==> config.mk <==
export PLATFORM = sky130hd
export DESIGN_NAME = scf_reg_front
export DESIGN_NICKNAME = d
export VERILOG_FILES = /design/src/rtl/scf_pkg.sv /design/src/rtl/scf_pin_sync.sv /design/src/rtl/scf_reg_front.sv
export SDC_FILE = /design/constraint.sdc
export NUM_CORES = 1
export LEC_CHECK = 0
export BUFFER_PORTS_ARGS = -buffer_cell sky130_fd_sc_hd__buf_2
export CORE_ASPECT_RATIO = 0.8
export CORE_MARGIN = 5
export CORE_UTILIZATION = 55
export CTS_CLUSTER_DIAMETER = 30
export DETAILED_ROUTE_END_ITERATION = 7
export PLACE_DENSITY = 0.84
export SLEW_MARGIN = 25
export SYNTH_ARGS = -nofsm -noshare
export SYNTH_HDL_FRONTEND = slang
export SYNTH_SLANG_ARGS = --single-unit
==> constraint.sdc <==
create_clock -name i_core_clk -period 2.7 [get_ports i_core_clk]
set_input_delay 0.27 -clock i_core_clk [delete_from_list [all_inputs] [get_ports i_core_clk]]
set_output_delay 0.27 -clock i_core_clk [all_outputs]
set_load 0.01 [all_outputs]
==> src/rtl/scf_pkg.sv <==
// Constants, types and register map of the serial configuration front.
// Assumes a single 125 MHz core clock; every user writes scf_pkg::name.
package scf_pkg;

    // ------------------------------------------------------------
    // Register map
    // ------------------------------------------------------------
    // Register addresses of the serial register space.
    localparam logic [14:0] ADDR_IFACE_CFG = 15'h0000;
    localparam logic [14:0] ADDR_DEV_CFG = 15'h0002;
    localparam logic [14:0] ADDR_MAKER_LO = 15'h000c;
    localparam logic [14:0] ADDR_MAKER_HI = 15'h000d;
    localparam logic [14:0] ADDR_USER_SER = 15'h0010;
    localparam logic [14:0] ADDR_CLK_CTRL = 15'h0029;
    // One step of the streaming address.
    localparam logic [14:0] ADDR_STEP = 15'h0001;

    // Reset values.
    localparam logic [7:0] RST_IFACE_CFG = 8'h30;
    localparam logic [7:0] RST_DEV_CFG = 8'h00;
    localparam logic [7:0] RST_USER_SER = 8'h00;
    localparam logic [7:0] RST_CLK_CTRL = 8'h80;
    // Answer for an unmapped address.
    localparam logic [7:0] RD_UNMAPPED = 8'h00;

    // ------------------------------------------------------------
    // Field positions
    // ------------------------------------------------------------
    localparam int SOFT_RESET_BIT = 7;
    localparam int ASCEND_BIT = 5;
    localparam int ADDR_HOLD_BIT = 0;
    localparam int MODE_MSB = 1;
    localparam int MODE_LSB = 0;
    // Writable bits of the interface register; the reset bit never stores.
    localparam logic [7:0] IFACE_WR_MASK = 8'h6f;
    // Separate-output flag, always reads one.
    localparam logic [7:0] IFACE_FIXED_ONES = 8'h10;
    // Operating modes.
    localparam logic [1:0] MODE_NORMAL = 2'h0;
    localparam logic [1:0] MODE_POWER_DOWN = 2'h3;

    // ------------------------------------------------------------
    // Serial framing and timing
    // ------------------------------------------------------------
    localparam logic [3:0] CMD_LAST_BIT = 4'hf;
    localparam logic [3:0] BYTE_LAST_BIT = 4'h7;
    localparam logic [3:0] BIT_ONE = 4'h1;
    localparam int CLK_MHZ = 125;
    localparam int RECOVERY_NS = 750;
    // Least time, so rounded up: 94 cycles.
    localparam int RECOVERY_CYC = (RECOVERY_NS * CLK_MHZ + 999) / 1000;
    localparam logic [6:0] RECOVERY_LOAD = 7'(RECOVERY_CYC - 1);
    localparam logic [6:0] CNT_ONE = 7'h01;

    // ------------------------------------------------------------
    // Types
    // ------------------------------------------------------------
    // Command word: read flag then register address.
    typedef struct packed {
        logic rd;
        logic [14:0] addr;
    } scf_cmd_s;

    // Serial pins after synchronisation.
    typedef struct packed {
        logic sclk;
        logic cs_n;
        logic sdi;
    } scf_pins_s;

    typedef enum logic [3:0] {
        ST_IDLE = 4'b0001,
        ST_CMD = 4'b0010,
        ST_DATA = 4'b0100,
        ST_RECOVER = 4'b1000
    } scf_state_e;

endpackage : scf_pkg

==> src/rtl/scf_pin_sync.sv <==
// Two-flop synchronisers for the serial pins, one per bit.
// Assumes the pins are asynchronous to i_core_clk.
`timescale 1ns/1ns
module scf_pin_sync #(
    parameter int W = 3,
    parameter logic [2:0] RST_VAL = 3'h0
) (
    // Clock, reset, enable.
    input wire logic i_core_clk,
    input wire logic i_rst,
    input wire logic i_ce,
    // Pins in, synchronised levels out.
    input wire logic [W-1:0] i_async,
    output logic [W-1:0] o_sync
);

    // ------------------------------------------------------------
    // Per-bit stages
    // ------------------------------------------------------------
    // The first stage feeds only the second; nothing else reads it.
    genvar g;
    generate
        for (g = 0; g < W; g++) begin : g_bit
            logic meta_ff;
            logic sync_ff;
            always_ff @(posedge i_core_clk) begin
                if (i_rst) begin
                    meta_ff <= RST_VAL[g];
                    sync_ff <= RST_VAL[g];
                end else if (i_ce) begin
                    meta_ff <= i_async[g];
                    sync_ff <= meta_ff;
                end
            end
            assign o_sync[g] = sync_ff;
        end
    endgenerate

endmodule : scf_pin_sync

==> src/rtl/scf_reg_front.sv <==
// Serial-configured front register group: soft reset, streaming
// address control, operating mode, maker code and first clock control.
// Assumes the serial pins are asynchronous and far slower than the core
// clock (at least four core cycles per serial clock half period).
`timescale 1ns/1ns
module scf_reg_front #(
    // Arbitrary neutral value for the maker code.
    parameter logic [15:0] MAKER_CODE = 16'h5a3c
) (
    // Clock, reset, enable.
    input wire logic i_core_clk,
    input wire logic i_rst,
    input wire logic i_ce,
    // Serial port pins.
    input wire logic i_spi_sclk,
    input wire logic i_spi_cs_n,
    input wire logic i_spi_sdi,
    output logic o_spi_sdo,
    // Controls to the rest of the chip.
    output logic o_chip_reset,
    output logic o_power_down,
    output logic [1:0] o_dev_mode,
    output logic [7:0] o_clock_control
);

    // ------------------------------------------------------------
    // Pin synchronisation and edges
    // ------------------------------------------------------------
    scf_pkg::scf_pins_s pins; // Synchronised pin levels.
    logic sclk_d_ff; // Serial clock one cycle later.
    logic cs_n_d_ff; // Select one cycle later.
    logic sclk_rise; // Sampling edge.
    logic sclk_fall; // Launch edge.
    logic cs_fall; // Start of a frame.

    // Select idles high, so it resets high.
    scf_pin_sync #(
        .W(3),
        .RST_VAL(3'h2)
    ) u_sync (
        .i_core_clk(i_core_clk),
        .i_rst(i_rst),
        .i_ce(i_ce),
        .i_async({i_spi_sclk, i_spi_cs_n, i_spi_sdi}),
        .o_sync(pins)
    );

    // Delayed copies for edge detection.
    always_ff @(posedge i_core_clk) begin
        if (i_rst) begin
            sclk_d_ff <= 1'b0;
            cs_n_d_ff <= 1'b1;
        end else if (i_ce) begin
            sclk_d_ff <= pins.sclk;
            cs_n_d_ff <= pins.cs_n;
        end
    end

    assign sclk_rise = pins.sclk & ~sclk_d_ff & ~pins.cs_n;
    assign sclk_fall = ~pins.sclk & sclk_d_ff & ~pins.cs_n;
    assign cs_fall = ~pins.cs_n & cs_n_d_ff;

    // ------------------------------------------------------------
    // Declarations
    // ------------------------------------------------------------
    scf_pkg::scf_state_e state_ff; // Frame state.
    logic [3:0] bit_cnt_ff; // Bit within command or byte.
    logic [15:0] rx_sh_ff; // Incoming shift register.
    logic [15:0] nxt_rx_sh; // Shift register with the new bit.
    scf_pkg::scf_cmd_s cmd_ff; // Latched command.
    scf_pkg::scf_cmd_s nxt_cmd; // Command as it completes.
    logic [14:0] addr_ff; // Current register address.
    logic [14:0] nxt_addr; // Address for the next byte.
    logic [7:0] tx_sh_ff; // Outgoing byte.
    logic [6:0] rec_cnt_ff; // Recovery countdown.
    logic [7:0] iface_cfg_ff; // Interface configuration.
    logic [7:0] dev_cfg_ff; // Device operating configuration.
    logic [7:0] user_ser_ff; // User serial configuration.
    logic [7:0] clk_ctrl_ff; // First clock control.
    logic cmd_done; // Sixteenth command bit sampled.
    logic byte_done; // Eighth data bit sampled.
    logic wr_byte; // A data byte is to be stored.
    logic soft_hit; // Write that resets the chip.

    assign nxt_rx_sh = {rx_sh_ff[14:0], pins.sdi};
    assign nxt_cmd = scf_pkg::scf_cmd_s'(nxt_rx_sh);
    assign cmd_done = (state_ff == scf_pkg::ST_CMD) && sclk_rise &&
                      (bit_cnt_ff == scf_pkg::CMD_LAST_BIT);
    assign byte_done = (state_ff == scf_pkg::ST_DATA) && sclk_rise &&
                       (bit_cnt_ff == scf_pkg::BYTE_LAST_BIT);
    assign wr_byte = byte_done && !cmd_ff.rd;
    assign soft_hit = wr_byte && (addr_ff == scf_pkg::ADDR_IFACE_CFG) &&
                      nxt_rx_sh[scf_pkg::SOFT_RESET_BIT];

    // ------------------------------------------------------------
    // Address stepping
    // ------------------------------------------------------------
    // Hold wins over direction; the settings in force at the byte apply.
    always_comb begin
        if (user_ser_ff[scf_pkg::ADDR_HOLD_BIT]) begin
            nxt_addr = addr_ff;
        end else if (iface_cfg_ff[scf_pkg::ASCEND_BIT]) begin
            nxt_addr = addr_ff + scf_pkg::ADDR_STEP;
        end else begin
            nxt_addr = addr_ff - scf_pkg::ADDR_STEP;
        end
    end

    // ------------------------------------------------------------
    // Read multiplexer
    // ------------------------------------------------------------
    // Register contents as seen by a read of the given address.
    function automatic logic [7:0] read_reg(input logic [14:0] a);
        logic [7:0] r;
        r = scf_pkg::RD_UNMAPPED;
        case (a)
            scf_pkg::ADDR_IFACE_CFG: begin
                r = iface_cfg_ff | scf_pkg::IFACE_FIXED_ONES;
            end
            scf_pkg::ADDR_DEV_CFG: r = dev_cfg_ff;
            scf_pkg::ADDR_MAKER_LO: r = MAKER_CODE[7:0];
            scf_pkg::ADDR_MAKER_HI: r = MAKER_CODE[15:8];
            scf_pkg::ADDR_USER_SER: r = user_ser_ff;
            scf_pkg::ADDR_CLK_CTRL: r = clk_ctrl_ff;
            default: r = scf_pkg::RD_UNMAPPED;
        endcase
        return r;
    endfunction : read_reg

    // ------------------------------------------------------------
    // Frame state machine
    // ------------------------------------------------------------
    // Raising select aborts a frame; during recovery the pins are ignored
    // and a frame already open is not joined halfway.
    always_ff @(posedge i_core_clk) begin
        if (i_rst) begin
            state_ff <= scf_pkg::ST_IDLE;
            bit_cnt_ff <= 4'h0;
            rec_cnt_ff <= 7'h00;
        end else if (i_ce) begin
            case (state_ff)
                scf_pkg::ST_IDLE: begin
                    bit_cnt_ff <= 4'h0;
                    if (cs_fall) begin
                        state_ff <= scf_pkg::ST_CMD;
                    end
                end
                scf_pkg::ST_CMD, scf_pkg::ST_DATA: begin
                    if (soft_hit) begin
                        state_ff <= scf_pkg::ST_RECOVER;
                        rec_cnt_ff <= scf_pkg::RECOVERY_LOAD;
                    end else if (pins.cs_n) begin
                        state_ff <= scf_pkg::ST_IDLE;
                    end else if (cmd_done || byte_done) begin
                        state_ff <= scf_pkg::ST_DATA;
                        bit_cnt_ff <= 4'h0;
                    end else if (sclk_rise) begin
                        bit_cnt_ff <= bit_cnt_ff + scf_pkg::BIT_ONE;
                    end
                end
                scf_pkg::ST_RECOVER: begin
                    if (rec_cnt_ff == 7'h00) begin
                        state_ff <= scf_pkg::ST_IDLE;
                    end else begin
                        rec_cnt_ff <= rec_cnt_ff - scf_pkg::CNT_ONE;
                    end
                end
                default: begin
                    state_ff <= scf_pkg::ST_IDLE;
                end
            endcase
        end
    end

    // ------------------------------------------------------------
    // Shift in, command and address
    // ------------------------------------------------------------
    always_ff @(posedge i_core_clk) begin
        if (i_rst) begin
            rx_sh_ff <= 16'h0000;
            cmd_ff <= '0;
            addr_ff <= 15'h0000;
        end else if (i_ce) begin
            if (sclk_rise) begin
                rx_sh_ff <= nxt_rx_sh;
            end
            if (cmd_done) begin
                cmd_ff <= nxt_cmd;
                addr_ff <= nxt_cmd.addr;
            end else if (byte_done) begin
                addr_ff <= nxt_addr;
            end
        end
    end

    // ------------------------------------------------------------
    // Serial data out
    // ------------------------------------------------------------
    // Bytes load on the sampling edge and leave MSB first on the next
    // falling edge, so the host samples them on the rising edges after.
    always_ff @(posedge i_core_clk) begin
        if (i_rst) begin
            tx_sh_ff <= 8'h00;
            o_spi_sdo <= 1'b0;
        end else if (i_ce) begin
            if (cmd_done) begin
                tx_sh_ff <= read_reg(nxt_cmd.addr);
            end else if (byte_done) begin
                tx_sh_ff <= read_reg(nxt_addr);
            end else if (sclk_fall && (state_ff == scf_pkg::ST_DATA)) begin
                // reads leave on the output pin
                o_spi_sdo <= cmd_ff.rd & tx_sh_ff[7];
                tx_sh_ff <= {tx_sh_ff[6:0], 1'b0};
            end
            if (pins.cs_n) begin
                o_spi_sdo <= 1'b0;
            end
        end
    end

    // ------------------------------------------------------------
    // Register storage
    // ------------------------------------------------------------
    // A soft reset write restores every register, itself included, and
    // stores no part of its own data.
    always_ff @(posedge i_core_clk) begin
        if (i_rst || (i_ce && soft_hit)) begin
            iface_cfg_ff <= scf_pkg::RST_IFACE_CFG;
            dev_cfg_ff <= scf_pkg::RST_DEV_CFG;
            user_ser_ff <= scf_pkg::RST_USER_SER;
            clk_ctrl_ff <= scf_pkg::RST_CLK_CTRL;
        end else if (i_ce && wr_byte) begin
            case (addr_ff)
                scf_pkg::ADDR_IFACE_CFG: begin
                    iface_cfg_ff <= (nxt_rx_sh[7:0] & scf_pkg::IFACE_WR_MASK) |
                                    scf_pkg::IFACE_FIXED_ONES;
                end
                scf_pkg::ADDR_DEV_CFG: dev_cfg_ff <= nxt_rx_sh[7:0];
                scf_pkg::ADDR_USER_SER: user_ser_ff <= nxt_rx_sh[7:0];
                scf_pkg::ADDR_CLK_CTRL: clk_ctrl_ff <= nxt_rx_sh[7:0];
                // Maker code and unmapped addresses ignore writes.
                default: begin
                end
            endcase
        end
    end

    // ------------------------------------------------------------
    // Control outputs
    // ------------------------------------------------------------
    // Registered once more so every output comes from its own flop.
    always_ff @(posedge i_core_clk) begin
        if (i_rst) begin
            o_chip_reset <= 1'b0;
            o_power_down <= 1'b0;
            o_dev_mode <= scf_pkg::MODE_NORMAL;
            o_clock_control <= scf_pkg::RST_CLK_CTRL;
        end else if (i_ce) begin
            o_chip_reset <= soft_hit ||
                            ((state_ff == scf_pkg::ST_RECOVER) &&
                             (rec_cnt_ff != 7'h00));
            o_power_down <= (dev_cfg_ff[scf_pkg::MODE_MSB:scf_pkg::MODE_LSB]
                             == scf_pkg::MODE_POWER_DOWN);
            o_dev_mode <= dev_cfg_ff[scf_pkg::MODE_MSB:scf_pkg::MODE_LSB];
            o_clock_control <= clk_ctrl_ff;
        end
    end

endmodule : scf_reg_front

---- Word level (Yosys, flattened, before mapping) ----
Cells that the tools add are included.
storage, ports and cells
  output and inout port bits .............. 13
  register bits ........................... 105
  logic and storage cells ................. 132
cells by class
  muxes and demuxes ....................... 27
  equal/unequal tests ..................... 30
  add/sub/neg operators ................... 4
  reductions and logical operators ........ 38
  bitwise operators ....................... 9
operators with widths
  cell                   count
  $pmux 8 s6             2
  $eq 15x4->1 const B    4
  $mux 15                4
  $eq 15x2->1 const B    3
  $eq 15x5->1 const B    3
  $eq 15x6->1 const B    3
  $logic_not 15->1       3
  $mux 4                 9
  $mux 8                 3
  $reduce_and 2->1       8
  $add 15x1->15 const B  1
  $sub 15x1->15 const B  1
  $mux 7                 2
  $pmux 7 s2             1
  $ne 2x2->1 const B     6
  $pmux 4 s3             1
  $reduce_and 4->1       3
  $logic_and 1x1->1      11
  $eq 4x3->1 const B     2
  $eq 4x4->1 const B     2
  $pmux 4 s2             1
  $reduce_bool 2->1      4
  $logic_not 7->1        1
  $reduce_bool 7->1      1
  other kinds (16)       29

---- Longest topological paths before layout ----
  depth in word-level cells ............... 10
  gate-level depth with buffers ........... 12
  depth with buffers taken out ............ 10

---- Modules after synthesis ----
Synthesis repeated with hierarchy kept, for this count alone.
unflattened totals
  cell total of the unflattened synthesis .. 771
  area, all modules ....................... 6098.3 um^2
by module, submodules not included
  module         cells each  instances  area an instance (um^2)
  scf_reg_front  749         1          5859.4
  scf_pin_sync   22          1          239.0

---- Worst setup path before layout ----
OpenSTA, ideal clock, no wires.
  kind .................................... register -> register
  from .................................... register iface_cfg_ff[5]
  to ...................................... register tx_sh_ff[6]
  period minus slack after synthesis ...... 2.917 ns
  slack ................................... -0.217 ns
  path buffers ............................ 2
  required time ........................... 2.626 ns
  cell stages (with the launch flop) ...... 13
  arrival ................................. 2.843 ns
  path through ............................ dfxtp_1 inv_1 ha_1 buf_2 nand3_1 a21boi_1 o31ai_1 buf_2 nor4_1 nand2_1 a311oi_1 nand4b_1 o21ai_0
between the ends
  word-level cells in the longest chain between the ends .. 6
  elaborated cells between the ends (all ways) .. 11
RTL lines
  item                                 RTL line              text
  from (decl)                          scf_reg_front.sv:76   logic [7:0] iface_cfg_ff;
  from (signal assigned)               scf_reg_front.sv:228  iface_cfg_ff <= scf_pkg::RST_IFACE_CFG;
  from (signal assigned)               scf_reg_front.sv:235  iface_cfg_ff <= (nxt_rx_sh[7:0] & scf_pkg::IFACE_WR_MASK) |
  $mux 15 (*)                          scf_reg_front.sv:102  end else if (iface_cfg_ff[scf_pkg::ASCEND_BIT]) begin
  $mux 15 (*)                          scf_reg_front.sv:100  if (user_ser_ff[scf_pkg::ADDR_HOLD_BIT]) begin
  $eq 15x6->1 (tied with other cells)  scf_reg_front.sv:116  case (a)
  $pmux 8 s6 (*)                       scf_reg_front.sv:116
  $mux 8 (*)                           scf_reg_front.sv:208  end else if (byte_done) begin
  $mux 8 (*)                           scf_reg_front.sv:206  if (cmd_done) begin
  to (signal assigned)                 scf_reg_front.sv:207  tx_sh_ff <= read_reg(nxt_cmd.addr);
  to (signal assigned)                 scf_reg_front.sv:209  tx_sh_ff <= read_reg(nxt_addr);
  to (signal assigned)                 scf_reg_front.sv:213  tx_sh_ff <= {tx_sh_ff[6:0], 1'b0};
  to (decl)                            scf_reg_front.sv:74   logic [7:0] tx_sh_ff;
Every way passes the cells marked *; elsewhere a longest branch is shown, timed or not.
A chain may end at the register's enable or synchronous reset.

---- Final worst setup path ----
  from .................................... register iface_cfg_ff[5]
  to ...................................... register tx_sh_ff[7]
The elaborated chain is that of the path after synthesis.

==> out/results.tsv <==
stage	metric	value	unit
flow_run	drv_cap	0	
cells_and_area	drive_above_1_share	0.260	
status	failed_checks	setup timing	
pwr	p_leak	0.00314	uW
drt	wirelength	19400	um
sta	timing.fmax	354	MHz
clock_tree	cts-root-buf	clkbuf_16	
sta	rsz0062_at_grt	yes	
critical_path	cp.arrival	3110	ps
floorplan	coreArea	10900	um^2
synthesis	postSynthAreaPerCell	8.04	um^2
cells_and_area	final_common_cell	buf_4	
critical_path	cp_slowest_stage_delay	500	ps
drt	drt_iter0_markers	773	
critical_path	ff2ff_path_depth	12	
grt	grt_pass1_vias	5948	
cells_and_area	final_nets	883	
place	globalplace.congestion	0.990	
synthesis	netlist_area	6110	um^2
clock_tree	hold_buffers	0	
hold_path	hold_depth	3	
floorplan	fp.dieH	104	um
critical_path	reg2reg_from	iface_cfg_ff[5]$_SDFFE_PP1P_	
sta	setup_ws	-121	ps
sta	final-max-slew-violation-count	0	
pwr	power_density	383	nW/um^2
sta	worst_slew_pin_slew	828	ps
synthesis	ys_types	73	
floorplan	die_x	128	um
clock_tree	clock-sinks	105	
place	place_ws	-268	ps
floorplan	fp-row-count	34	
place	io_buffers	18	
drt	first_pass_iters	8	
synthesis	ys_seq_area_frac	0.344	
cells_and_area	final_util	0.712	
pwr	report.power.total	2970	uW
synthesis	yosys_warnings	0	
hold_path	worstHoldPathType	input port to register	
hold_path	min-delay-start	i_spi_cs_n	
drt	drtAntennaViolNets	0	
sta	fin_tns_setup	-605	ps
grt	antenna_found_initial	0	
critical_path	path_buf_inv	3	
grt	grt_max_degree	36	
critical_path	path_class	register to register	
sta	finalSetupViolCount	9	
cells_and_area	antenna_cells	0	
drt	route.vias.total	6395	
critical_path	crit_path_top_delay_cell	or4b_1	
pwr	vdd_drop_max	0.000290	V
cells_and_area	layout_common_cells	buf_4 (113), dfxtp_1 (104), nand2_1 (95), nor2_1 (87), a21oi_1 (64)	
synthesis	ys_ff_latch	105	
drt	wl_per_cell	19.3	um
clock_tree	clk_latency	350	ps
critical_path	r2r-end	tx_sh_ff[7]$_SDFFE_PP0P_	
sta	clock_skew	8.52	ps
cells_and_area	stdcell_count	1009	
synthesis	syn-num-nets	783	
critical_path	rrSetupSlack	-120	ps
critical_path	cp_top_family	simple AND/OR/NAND/NOR gates	
floorplan	ios	19	
cells_and_area	area_growth	26.9	%
sta	slew_headroom	0.442	
place	place.detailed.hpwl	14100	um
sta	post-route-period-util	1.04	
critical_path	critPathMaxFanout	13	
critical_path	crit_chain	clkinvlp_4 -> buf_12 -> ha_4 -> or4b_1 -> mux2i_2 -> o31ai_4 -> nor3b_4 -> buf_4 -> a32oi_1 -> nand2_1 -> a41oi_1 -> nor2_1	
grt	grt_util_all_layers	0.282	
synthesis	synthCells	760	
critical_path	required	2980	ps
sta	hold_viol	0	
critical_path	cp-end-kind	register	
clock_tree	htreeDepth	3	
drt	drc	0	
synthesis	ys.flop_type	dfxtp_1	
status	status	complete, but fails checks	
hold_path	hold_end	u_sync.g_bit[1].meta_ff$_SDFFE_PP1P_	
floorplan	design.die.area	13300	um^2
clock_tree	clockBufferDepth	2	
place	place_inst	982	
floorplan	initial_core_util	0.561	
synthesis	synth_edf_count	0	
critical_path	cp-start-kind	register	
clock_tree	clk_pin_slew	70	ps
clock_tree	numCtsBuffers	9	
drt	viasPerCell	6.34	
grt	grt_pass1_wl	30600	um
sta	period_minus_slack	2820	ps
clock_tree	tritoncts	built	
synthesis	async_flop_share	0	
grt	overflow	0	
==> layout make-up <==
| cell class | instances | area [um^2] |
|---|---|---|
| clock buffer | 11 | 243 |
| clock inverter | 5 | 46.3 |
| fill | 866 | 3140 |
| inverter | 17 | 67.6 |
| multi-input combinational | 593 | 4110 |
| sequential | 105 | 2110 |
| tap | 144 | 180 |
| timing repair buffer | 134 | 998 |
==> tightest hold or removal path, delay by kind of cell <==
family,cells,cell delay (ps)
multiplexers,1,60
buffers and inverters,1,70
AND/OR/NAND/NOR,1,70
==> worst max path at each step <==
stage | from | endpoint | cells past startpoint
global route | iface_cfg_ff[5]$_SDFFE_PP1P_ | tx_sh_ff[5]$_SDFFE_PP0P_ | 12
floorplan | iface_cfg_ff[5]$_SDFFE_PP1P_ | addr_ff[14]$_SDFFE_PP0P_ | 11
CTS | iface_cfg_ff[5]$_SDFFE_PP1P_ | tx_sh_ff[5]$_SDFFE_PP0P_ | 12
finish | iface_cfg_ff[5]$_SDFFE_PP1P_ | tx_sh_ff[7]$_SDFFE_PP0P_ | 12
detailed placement | iface_cfg_ff[5]$_SDFFE_PP1P_ | tx_sh_ff[5]$_SDFFE_PP0P_ | 12
global placement | iface_cfg_ff[5]$_SDFFE_PP1P_ | tx_sh_ff[5]$_SDFFE_PP0P_ | 12
==> synth_stat cells, types with 7 or more instances <==
| cell type | instances | share of area |
|---|---|---|
| buf_2 | 12 | 0.0098 |
| nor2_1 | 87 | 0.053 |
| nand2b_1 | 7 | 0.0072 |
| a21oi_1 | 73 | 0.060 |
| o21ai_0 | 37 | 0.030 |
| nor4_1 | 9 | 0.0092 |
| and2_1 | 7 | 0.0072 |
| mux2_2 | 7 | 0.013 |
| inv_1 | 17 | 0.010 |
| mux2i_1 | 50 | 0.082 |
| nand2_1 | 98 | 0.060 |
| ha_1 | 16 | 0.033 |
| nor2b_1 | 8 | 0.0082 |
| nand4_1 | 10 | 0.010 |
| xnor2_1 | 7 | 0.010 |
| nand3_1 | 18 | 0.015 |
| a22oi_1 | 13 | 0.016 |
| dfxtp_1 | 105 | 0.34 |
| a211oi_1 | 18 | 0.022 |
| or3_1 | 7 | 0.0072 |
| nor3_1 | 11 | 0.0090 |
| clkbuf_1 | 31 | 0.019 |
==> logic make-up after synthesis <==
family,count (synthesis),synth area share
buffers and inverters,62,0.0412
adders and majority gates,17,0.0360
and+or+nand+nor,313,0.265
muxes,57,0.0948
AOI/OAI and AO/OA,195,0.203
DFF,105,0.344
xor gates and xnor gates,11,0.0158
==> power breakdown <==
part           total (uW)  internal [uW]  switching [uW]
registers            1560           1560            6.18
clock network        1280            669             611
logic                 131           48.7            81.9
==> sequential cells by signal, indices dropped and copies added, names as in the netlist, 2 cells and up <==
| name | cells |
|---|---|
| state_ff | 4 |
| iface_cfg_ff | 6 |
| rx_sh_ff | 15 |
| dev_cfg_ff | 8 |
| u_sync.g_bit.sync_ff | 3 |
| bit_cnt_ff | 4 |
| tx_sh_ff | 8 |
| user_ser_ff | 8 |
| o_clock_control | 8 |
| rec_cnt_ff | 7 |
| addr_ff | 15 |
| u_sync.g_bit.meta_ff | 3 |
| clk_ctrl_ff | 8 |
| o_dev_mode | 2 |
==> what timing repair did <==
| action | in CTS | in global routing |
|---|---|---|
| buffers inserted | 4 | 7 |
| endpoints found under the setup margin | 10 | 13 |
| hold endpoints to repair | 0 | 0 |
| cloned | 0 | 0 |
| gates resized for setup | 26 | 19 |
| pin swaps | 17 | 15 |
==> per-stage QoR <==
stage                     instance area, um^2  hold WS (ps)
after floorplan                          6270           398
after global placement                   7160           448
after detailed placement                 7160           454
after CTS                                7610           150
after global routing                     7750           152
final                                    7750           152
==> routing by layer <==
layer,global-route usage,routed length [um]
met5,0,0
met4,0.0705,466
met3,0.0585,1660
met2,0.444,8820
met1,0.393,8490
No activity file was read; power rests on OpenSTA's default activity.
